**src/bit_unit_pkg.sv**
```systemverilog
// Purpose: shared constants for the bit and/compare execution unit
// Assumes: 8-bit register file, 8-bit flags register
// Notes:   flag bit positions follow the flags register layout
package bit_unit_pkg;
  localparam logic [7:0] opc_bit_and     = 8'h67;
  localparam logic [7:0] opc_bit_compare = 8'h17;
  localparam logic [7:0] flags_addr      = 8'hd5;
  localparam logic [7:0] work_reg_base   = 8'hc0;
  localparam int         instr_bytes     = 3;
  localparam int         instr_cycles    = 6;
  localparam int         flag_c_pos      = 7;
  localparam int         flag_z_pos      = 6;
  localparam int         flag_s_pos      = 5;
  localparam int         flag_v_pos      = 4;
  localparam int         flag_d_pos      = 3;
  localparam int         flag_h_pos      = 2;
  localparam int         sel_pos         = 0;
  localparam int         bidx_lsb        = 1;
  localparam int         addr_lsb        = 4;
  localparam logic [2:0] cyc_last        = 3'h5;
endpackage

```
**src/bit_op_core.sv**
```systemverilog
// Purpose: combinational bit and / bit compare result and flag update
// Assumes: operands already fetched
// Notes:   overflow is left at its previous value (undefined per op)
`timescale 1ns/10ps
module bit_op_core (
  input  wire logic       is_compare,
  input  wire logic       to_bit,
  input  wire logic [2:0] bit_idx,
  input  wire logic [7:0] work_val,
  input  wire logic [7:0] reg_val,
  input  wire logic [7:0] flags_in,
  output logic      [7:0] result,
  output logic      [7:0] flags_out
);
  logic sel_bit;
  logic lsb_bit;
  logic res_bit;
  always_comb begin
    // form 0: work.0 with reg.b; form 1: reg.b with work.0
    sel_bit = reg_val[bit_idx];
    lsb_bit = work_val[0];
    res_bit = sel_bit & lsb_bit;
    result = to_bit ? reg_val : work_val;
    if (to_bit) begin
      result[bit_idx] = res_bit;
    end else begin
      result[0] = res_bit;
    end
    flags_out = flags_in;
    if (is_compare) begin
      flags_out[bit_unit_pkg::flag_z_pos] = ~(lsb_bit ^ sel_bit);
    end else begin
      flags_out[bit_unit_pkg::flag_z_pos] = ~res_bit;
    end
    flags_out[bit_unit_pkg::flag_s_pos] = 1'b0;
  end
endmodule

```
**src/bit_and_compare_unit.sv**
```systemverilog
// What this block does
// - bit and ands one operand's chosen bit with the other's bit 0.
// - the result bit lands in the chosen destination bit, others kept.
// - bit and never writes the source register.
// - bit and sets zero on a 0 result, clears sign, keeps c d h.
// - bit and is the 3-byte opcode 67h, 6 cycles, in both forms.
// - byte two: 4-bit work address, 3-bit bit index, form bit lsb.
// - bit compare subtracts the source bit from dest bit 0, no store.
// - bit compare sets zero on equal bits, clears sign, keeps others.
// - bit compare leaves both operand registers untouched.
// - bit compare is 3-byte opcode 17h, 6 cycles, same byte two.
// - the zero flag lives in the flags register at address 0d5h.
//
// Purpose: executes the bit and / bit compare instructions
// Assumes: register file reads return data in the next cycle
// Notes:   start pulses with all three instruction bytes present
`timescale 1ns/10ps
module bit_and_compare_unit (
  input  wire logic       clock,
  input  wire logic       rst,
  input  wire logic       start,
  input  wire logic [7:0] opcode,
  input  wire logic [7:0] byte2,
  input  wire logic [7:0] byte3,
  input  wire logic [7:0] rf_rdata,
  output logic            busy,
  output logic            done,
  output logic            illegal,
  output logic      [7:0] rf_addr,
  output logic            rf_rd,
  output logic            rf_wr,
  output logic      [7:0] rf_wdata
);
  typedef enum logic [2:0] {
    st_idle, st_rd_work, st_rd_reg, st_rd_flags, st_exec, st_wr_flags
  } state_e;

  state_e     state_reg;
  logic [2:0] cyc_reg;
  logic       cmp_reg;
  logic       form_reg;
  logic [2:0] bidx_reg;
  logic [3:0] work_reg;
  logic [7:0] regaddr_reg;
  logic [7:0] work_val_reg;
  logic [7:0] reg_val_reg;
  logic [7:0] flags_val_reg;
  logic [7:0] result;
  logic [7:0] flags_new;
  logic       is_and;
  logic       is_cmp;
  logic [7:0] work_addr;
  logic       accept;
  logic       last_cyc;

  assign is_and = opcode == bit_unit_pkg::opc_bit_and;
  assign is_cmp = opcode == bit_unit_pkg::opc_bit_compare;
  assign work_addr = bit_unit_pkg::work_reg_base | {4'h0, work_reg};
  assign accept = state_reg == st_idle && start
                  && (is_and || is_cmp);
  assign last_cyc = state_reg == st_wr_flags
                    && cyc_reg == bit_unit_pkg::cyc_last;

  bit_op_core core (
    .is_compare (cmp_reg),
    .to_bit     (form_reg),
    .bit_idx    (bidx_reg),
    .work_val   (work_val_reg),
    .reg_val    (reg_val_reg),
    .flags_in   (flags_val_reg),
    .result     (result),
    .flags_out  (flags_new)
  );

  // decode latch
  always_ff @(posedge clock) begin
    if (rst) begin
      cmp_reg     <= 1'b0;
      form_reg    <= 1'b0;
      bidx_reg    <= 3'h0;
      work_reg    <= 4'h0;
      regaddr_reg <= 8'h00;
    end else if (state_reg == st_idle && start && (is_and || is_cmp)) begin
      cmp_reg     <= is_cmp;
      // compare always uses the bit-0-of-dest form
      form_reg    <= is_and
                     & byte2[bit_unit_pkg::sel_pos];
      bidx_reg    <=
        byte2[bit_unit_pkg::bidx_lsb +: 3];
      work_reg    <= byte2[bit_unit_pkg::addr_lsb +: 4];
      regaddr_reg <= byte3;
    end
  end

  // sequencer
  always_ff @(posedge clock) begin
    if (rst) begin
      state_reg <= st_idle;
    end else begin
      case (state_reg)
        st_idle: begin
          if (start && (is_and || is_cmp)) begin
            state_reg <= st_rd_work;
          end
        end
        st_rd_work:  state_reg <= st_rd_reg;
        st_rd_reg:   state_reg <= st_rd_flags;
        st_rd_flags: state_reg <= st_exec;
        st_exec:     state_reg <= st_wr_flags;
        st_wr_flags: begin
          if (cyc_reg == bit_unit_pkg::cyc_last) begin
            state_reg <= st_idle;
          end
        end
        default: state_reg <= st_idle;
      endcase
    end
  end

  // cycle count, six cycles from start to done
  always_ff @(posedge clock) begin
    if (rst) begin
      cyc_reg <= 3'h0;
    end else if (state_reg == st_idle) begin
      // accept loads 1 so that cyc_last marks the sixth cycle
      cyc_reg <= accept ? 3'h1 : 3'h0;
    end else if (cyc_reg != bit_unit_pkg::cyc_last) begin
      cyc_reg <= cyc_reg + 3'h1;
    end
  end

  // operand capture, data arrives a cycle after each read
  always_ff @(posedge clock) begin
    if (rst) begin
      work_val_reg  <= 8'h00;
      reg_val_reg   <= 8'h00;
      flags_val_reg <= 8'h00;
    end else begin
      if (state_reg == st_rd_reg) begin
        work_val_reg <= rf_rdata;
      end
      if (state_reg == st_rd_flags) begin
        reg_val_reg <= rf_rdata;
      end
      if (state_reg == st_exec) begin
        flags_val_reg <= rf_rdata;
      end
    end
  end

  // register file port
  always_ff @(posedge clock) begin
    if (rst) begin
      rf_addr  <= 8'h00;
      rf_rd    <= 1'b0;
      rf_wr    <= 1'b0;
      rf_wdata <= 8'h00;
    end else begin
      rf_rd <= 1'b0;
      rf_wr <= 1'b0;
      case (state_reg)
        st_idle: begin
          if (start && (is_and || is_cmp)) begin
            rf_addr <= bit_unit_pkg::work_reg_base
                       | {4'h0, byte2[bit_unit_pkg::addr_lsb +: 4]};
            rf_rd   <= 1'b1;
          end
        end
        st_rd_work: begin
          rf_addr <= regaddr_reg;
          rf_rd   <= 1'b1;
        end
        st_rd_reg: begin
          rf_addr <= bit_unit_pkg::flags_addr;
          rf_rd   <= 1'b1;
        end
        st_rd_flags: begin
          // operand data lands this cycle, port stays quiet
          rf_rd <= 1'b0;
        end
        st_exec: begin
          // compare stores nothing; and writes only the destination
          if (!cmp_reg) begin
            rf_addr  <= form_reg ? regaddr_reg
                                 : work_addr;
            rf_wdata <= result;
            rf_wr    <= 1'b1;
          end
        end
        st_wr_flags: begin
          if (cyc_reg == bit_unit_pkg::cyc_last) begin
            rf_addr  <= bit_unit_pkg::flags_addr;
            rf_wdata <= flags_new;
            rf_wr    <= 1'b1;
          end
        end
        default: begin
          rf_rd <= 1'b0;
        end
      endcase
    end
  end

  // status
  always_ff @(posedge clock) begin
    if (rst) begin
      busy    <= 1'b0;
      done    <= 1'b0;
      illegal <= 1'b0;
    end else begin
      illegal <= state_reg == st_idle && start && !(is_and || is_cmp);
      done    <= last_cyc;
      // busy drops with done, so a start in the done cycle is taken
      if (accept) begin
        busy <= 1'b1;
      end else if (last_cyc) begin
        busy <= 1'b0;
      end
    end
  end
endmodule

```
**config.mk**
```make
export PLATFORM = sky130hd
export DESIGN_NAME = bit_and_compare_unit
export DESIGN_NICKNAME = d
export VERILOG_FILES = /design/src/bit_unit_pkg.sv /design/src/bit_op_core.sv /design/src/bit_and_compare_unit.sv
export SDC_FILE = /design/constraint.sdc
export NUM_CORES = 1
export LEC_CHECK = 0
export BUFFER_PORTS_ARGS = -buffer_cell sky130_fd_sc_hd__buf_2
export CAP_MARGIN = 30
export CORE_ASPECT_RATIO = 1.5
export CORE_MARGIN = 3
export CORE_UTILIZATION = 45
export DETAILED_ROUTE_END_ITERATION = 10
export PLACE_DENSITY = 0.69
export SYNTH_ARGS = -nofsm -noshare
export SYNTH_HDL_FRONTEND = slang
export SYNTH_SLANG_ARGS = --single-unit
```
**constraint.sdc**
```tcl
create_clock -name clock -period 2.2 [get_ports clock]
set_clock_uncertainty 0.15 [all_clocks]
set_input_delay 0.33 -clock clock [delete_from_list [all_inputs] [get_ports clock]]
set_output_delay 0.33 -clock clock [all_outputs]
set_load 0.05 [all_outputs]
```
# ---- Word level (Yosys, flattened, before mapping)
# Cells that the tools add are included.
dict set report word_totals {
  ff_bits 68
  inputBits 35
  out_inout_bits 21
  word_cells 84
}
dict set report classes {
  add_sub_neg 1
  magnitude_cmp 2
  n_eq_ne 12
  muxes 30
  bitwise_logic 5
  n_reduce_logical 17
}
# operator n
set ops {}
lappend ops {{$mux 8} 7}
lappend ops {{$pmux 8 s5} 1}
lappend ops {{$pmux 3 s6} 1}
lappend ops {{$pmux 8 s2} 1}
lappend ops {{$mux 3} 4}
lappend ops {{$mux 1} 10}
lappend ops {{$eq 3x3->1 const B} 3}
lappend ops {{$bwmux 8} 1}
lappend ops {{$eq 8x5->1 const B} 1}
lappend ops {{$eq 8x7->1 const B} 1}
lappend ops {{$mux 7} 1}
lappend ops {{$eq 3x2->1 const B} 2}
lappend ops {{$logic_and 1x1->1} 6}
lappend ops {{$reduce_bool 2->1} 3}
lappend ops {{$reduce_bool 5->1} 1}
lappend ops {{$lt 3x4->1 const B} 1}
lappend ops {{$ne 2x1->1 const B} 2}
lappend ops {{$pmux 1 s2} 2}
lappend ops {{$reduce_and 4->1} 1}
lappend ops {{$add 3x1->3 const B} 1}
lappend ops {{$bmux 1 s3} 1}
lappend ops {{$demux 1 s3} 1}
lappend ops {{$eq 3x1->1 const B} 1}
lappend ops {{$ge 3x1->1 const B} 1}
lappend ops {{11 further kinds} 13}

# ---- Depth between registers and ports, before layout
dict set report depth {
  ltp_word 8
  depth_mapped 8
  ltp_nobuf 6
}

# ---- By module
# From an unflattened synthesis, not the netlist that was laid out.
dict set report hier_totals {
  hier_cells 371
  area_unflattened_um2 3368.2
}
# mod instances cells_each area_each_um2
set modules_own_cells {}
lappend modules_own_cells {bit_and_compare_unit 1 323 2987.9}
lappend modules_own_cells {bit_op_core 1 48 380.4}

# ---- Worst setup path before layout
# Ideal clock, no wire load.
dict set report synth_path {
  path_type {reg-to-reg}
  from {register bidx_reg[2]}
  to {register rf_wdata[5]}
  setup_time_ns 0.116
  arrival_ns 1.822
  required_time_ns 1.934
  slack_ns 0.112
  stages_incl_launch_ff 8
  period_less_slack_ns 2.088
  cell_sequence {dfxtp_1 > mux4_2 > mux2_2 > ha_1 > clkbuf_1 > mux2i_1 > a21oi_1 > a41o_1}
}
dict set report synth_via {
  elab_chain_cells 8
  word_cells_on_any_way 12
}
# element line
set synth_lines {}
lappend synth_lines {{start, declared} bit_and_compare_unit.sv:42} ;# logic [2:0] bidx_reg;
lappend synth_lines {{start signal, assigned} bit_and_compare_unit.sv:88} ;# bidx_reg <=
lappend synth_lines {{$lt 3x4->1 (not written as such) or $ge 3x1->1 (tied branches)} bit_op_core.sv:25} ;# result[bit_idx] = res_bit;
lappend synth_lines {{$logic_and 1x1->1 (not written as such)} bit_op_core.sv:25}
lappend synth_lines {{$mux 1 (not written as such)} bit_op_core.sv:25}
lappend synth_lines {{$demux 1 s3} -}
lappend synth_lines {{$bwmux 8 (*)} bit_op_core.sv:25}
lappend synth_lines {{$mux 7 (*)} bit_op_core.sv:24} ;# if (to_bit) begin
lappend synth_lines {{$mux 8 (*)} bit_and_compare_unit.sv:183} ;# if (!cmp_reg) begin
lappend synth_lines {{$pmux 8 s2 (*)} bit_and_compare_unit.sv:161} ;# case (state_reg)
lappend synth_lines {{end signal, assigned} bit_and_compare_unit.sv:186} ;# rf_wdata <= result;
lappend synth_lines {{end signal, assigned} bit_and_compare_unit.sv:193} ;# rf_wdata <= flags_new;
lappend synth_lines {{end, declared} bit_and_compare_unit.sv:32} ;# output logic [7:0] rf_wdata
# Mark *: on every way between the ends. The rest lies on a longest branch, timed or not. The select of a mux whose other input is x is not followed.
# A chain may end at the register's enable or synchronous reset.

# ---- Worst setup path in the final report
dict set report layout_path {
  from {register state_reg[0]}
  to {register bidx_reg[1]}
}
dict set report layout_via {
  elab_chain_cells 3
}
# element line
set layout_lines {}
lappend layout_lines {{start, declared} bit_and_compare_unit.sv:38} ;# state_e state_reg;
lappend layout_lines {{start signal, assigned} bit_and_compare_unit.sv:98} ;# state_reg <= st_idle;
lappend layout_lines {{start signal, assigned} bit_and_compare_unit.sv:103} ;# state_reg <= st_rd_work;
lappend layout_lines {{start signal, assigned} bit_and_compare_unit.sv:106} ;# st_rd_work: state_reg <= st_rd_reg;
lappend layout_lines {{$logic_not 3->1} bit_and_compare_unit.sv:83} ;# end else if (state_reg == st_idle && start && (is_and || is_cmp)) begin
lappend layout_lines {{$logic_and 1x1->1 (2 in a row)} bit_and_compare_unit.sv:83}
# Every way passes these cells.

==> impl_results.md <==
- Setup TNS: 0 ns
- CTS tree: done
- Layout area overhead: 17.3%
- Cts bufs inserted: 9
- H-tree levels: 3
- Yosys warns: 0
- Iteration-0 DRC Markers: 207
- Fin. Hold Viols: 0
- DRT Pass-1 Iters: 4
- First-pass GRT wire length: 12800 um
- Top cells by area, synth: dfxtp_1 41%, mux2i_1 14%, nor2_1 5.4%, nand2_1 3.4%, a21oi_1 2.5%
- Via/cell ratio: 5.60
- Overall Global Routing Usage: 0.207
- WP data arrival: 2.15 ns
- CP startpoint kind: register
- CORE AREA: 6900 um2
- Final Setup Violations: 0
- Dpl ws: 0.0410 ns
- Post-synth EDFFs: 0
- Synth Instances: 354
- Final net count: 450
- Antenna violations before repair: 0
- Net Count, Synth: 392
- Num ports: 56
- Ys flop type: dfxtp_1
- Worst-path clk slew: 0.07 ns
- Seq/Total Area, Yosys: 0.409
- Post-synth ARST share: 0
- Max Root-Sink Buffers: 2
- Transition time at the pin with the least slew margin: 0.661 ns
- Relative slew slack: 0.559
- Final Cell Area: 3790 um2
- Die height: 110 um
- Largest net degree at the start of global routing: 45
- Post-Syn Area per Cell: 9.12 um2
- Final ANT Viol Nets: 0
- # diodes: 0
- Largest area contributor in the netlist: dfxtp_1
- Post-CTS Setup Inserts: 0
- Status: finished, final reports clean
- RePlAce Congestion: 0.826
- Top cell type's share of synthesized area: 0.409
- Total of max-cap violations: 0
- Crit path max fanout: 16
- RSZ-0062 raised after global routing: false
- Worst-Skew Late Latency: 0.34 ns
- Synth Register Bits: 66
- Peak supply drop: 0.467 mV
- Setup CP Type: reg2reg
- Clk sink count: 66
- Root buffer cell: clkbuf_8
- Leakage: 1.61 nW
- Non-filler cells, final: 494
- Row Count: 37
- Area of the mapped netlist: 3230 um2
- Cell area after placement: 3630 um2
- Wire per inst: 15.7 um
- Max frequency: 478 MHz
- Share of the cycle needed by the critical path after routing: 0.950
- Worst setup margin: 0.110 ns
- Power Dens Cells: 712 nW/um2
- Grt total ovfl: 0
- Most frequent cells in the layout: 66 x dfxtp_1, 55 x buf_2, 46 x nor2_1, 45 x mux2i_1, 29 x nand2_1
- Crit path capture type: register
- Cts-stage hold buffer count: 0
- Slew Limit Fails: 0
- Vias in the first global route: 2728
- Placed insts: 479
- Commonest non-fill, non-tap cell in the layout: dfxtp_1
- Layout cells sized above 1: 0.255
- Die Area: 8240 um2
- DRT Wirelength: 7770 um
- Hold Path Class: in2reg
- Post-synth cell types: 51
- # DRC: 0
- DP Wirelength: 5610 um
- Critical Path RT: 2.26 ns
- Fin crit period: 2.09 ns
- Initial core utilization: 0.468
- Routed vias: 2766
- Die width: 75.1 um
- PortBufs: 55
cells in the mapped netlist, drive strengths merged, types with 6 or more instances:
| cell | n |
|---|---|
| a31oi | 6 |
| mux2i | 45 |
| dfxtp | 66 |
| a21o | 7 |
| clkbuf | 19 |
| buf | 10 |
| o21ai | 14 |
| a21oi | 16 |
| inv | 6 |
| nor2 | 46 |
| nand2 | 29 |
| nand3b | 10 |
area by class of cell:
cell class / count / area, um2
clock inverter: 3 / 17.5
sequential: 66 / 1320
timing repair buffer: 76 / 445
tap: 78 / 97.6
clock buffer: 12 / 135
inverter: 6 / 22.5
fill: 634 / 3110
multi-input combinational: 253 / 1750
through the flow:
stage	total power [W]	util	hold WS, ns
finish	0.00270	0.549	0.0733
global route	0.00284	0.549	0.0849
CTS	0.00273	0.549	0.0580
detailed placement	0.00189	0.526	0.298
global placement	0.00188	0.526	0.296
floorplan	0.00173	-	0.287
worst max-delay path: stages (launching register included):
cell,delay (ns)
dfxtp_1,0.32
or4b_4,0.56
a2111oi_4,0.43
buf_12,0.22
mux2i_1,0.21
nor2_1,0.05
what timing repair did:
action,CTS,global route
resized for setup,0,1
setup endpoints to repair,0,3
endpoints found under the hold margin,0,0
power by group:
| part | total [W] | switching [W] | internal [W] |
|---|---|---|---|
| clock network | 0.000832 | 0.000433 | 0.000400 |
| logic | 0.000578 | 0.000362 | 0.000216 |
| registers | 0.00129 | 0.0000321 | 0.00125 |
final timing paths:
kind	from	to	slack (ns)	cells after the start
worst min-delay path	byte3[3]	regaddr_reg[3]	0.07	3
worst max register to register	state_reg[0]	bidx_reg[1]	0.11	5
worst min register to register	flags_val_reg[3]	flags_val_reg[3]	0.30	2
worst max-delay path	state_reg[0]	bidx_reg[1]	0.11	5
metal layers:
metal  GRT usage  part of all wire  wire, um
met1       0.241              0.42      3260
met2       0.344              0.50      3870
met5           0                 0         0
met3      0.0476             0.044       345
met4       0.111             0.037       286
kinds of logic after synthesis:
group                    count (synthesis)  share of synthesized area
XOR/XNOR                                 2                    0.00543
flip-flops                              66                      0.409
AND/OR/NAND/NOR                        122                      0.188
multiplexers                            49                      0.161
AO/OA/AOI/OAI                           77                      0.174
adder cells (fa/ha/maj)                  3                     0.0116
buffers and inverters                   35                     0.0500
Power figures use the tool's default switching activity.
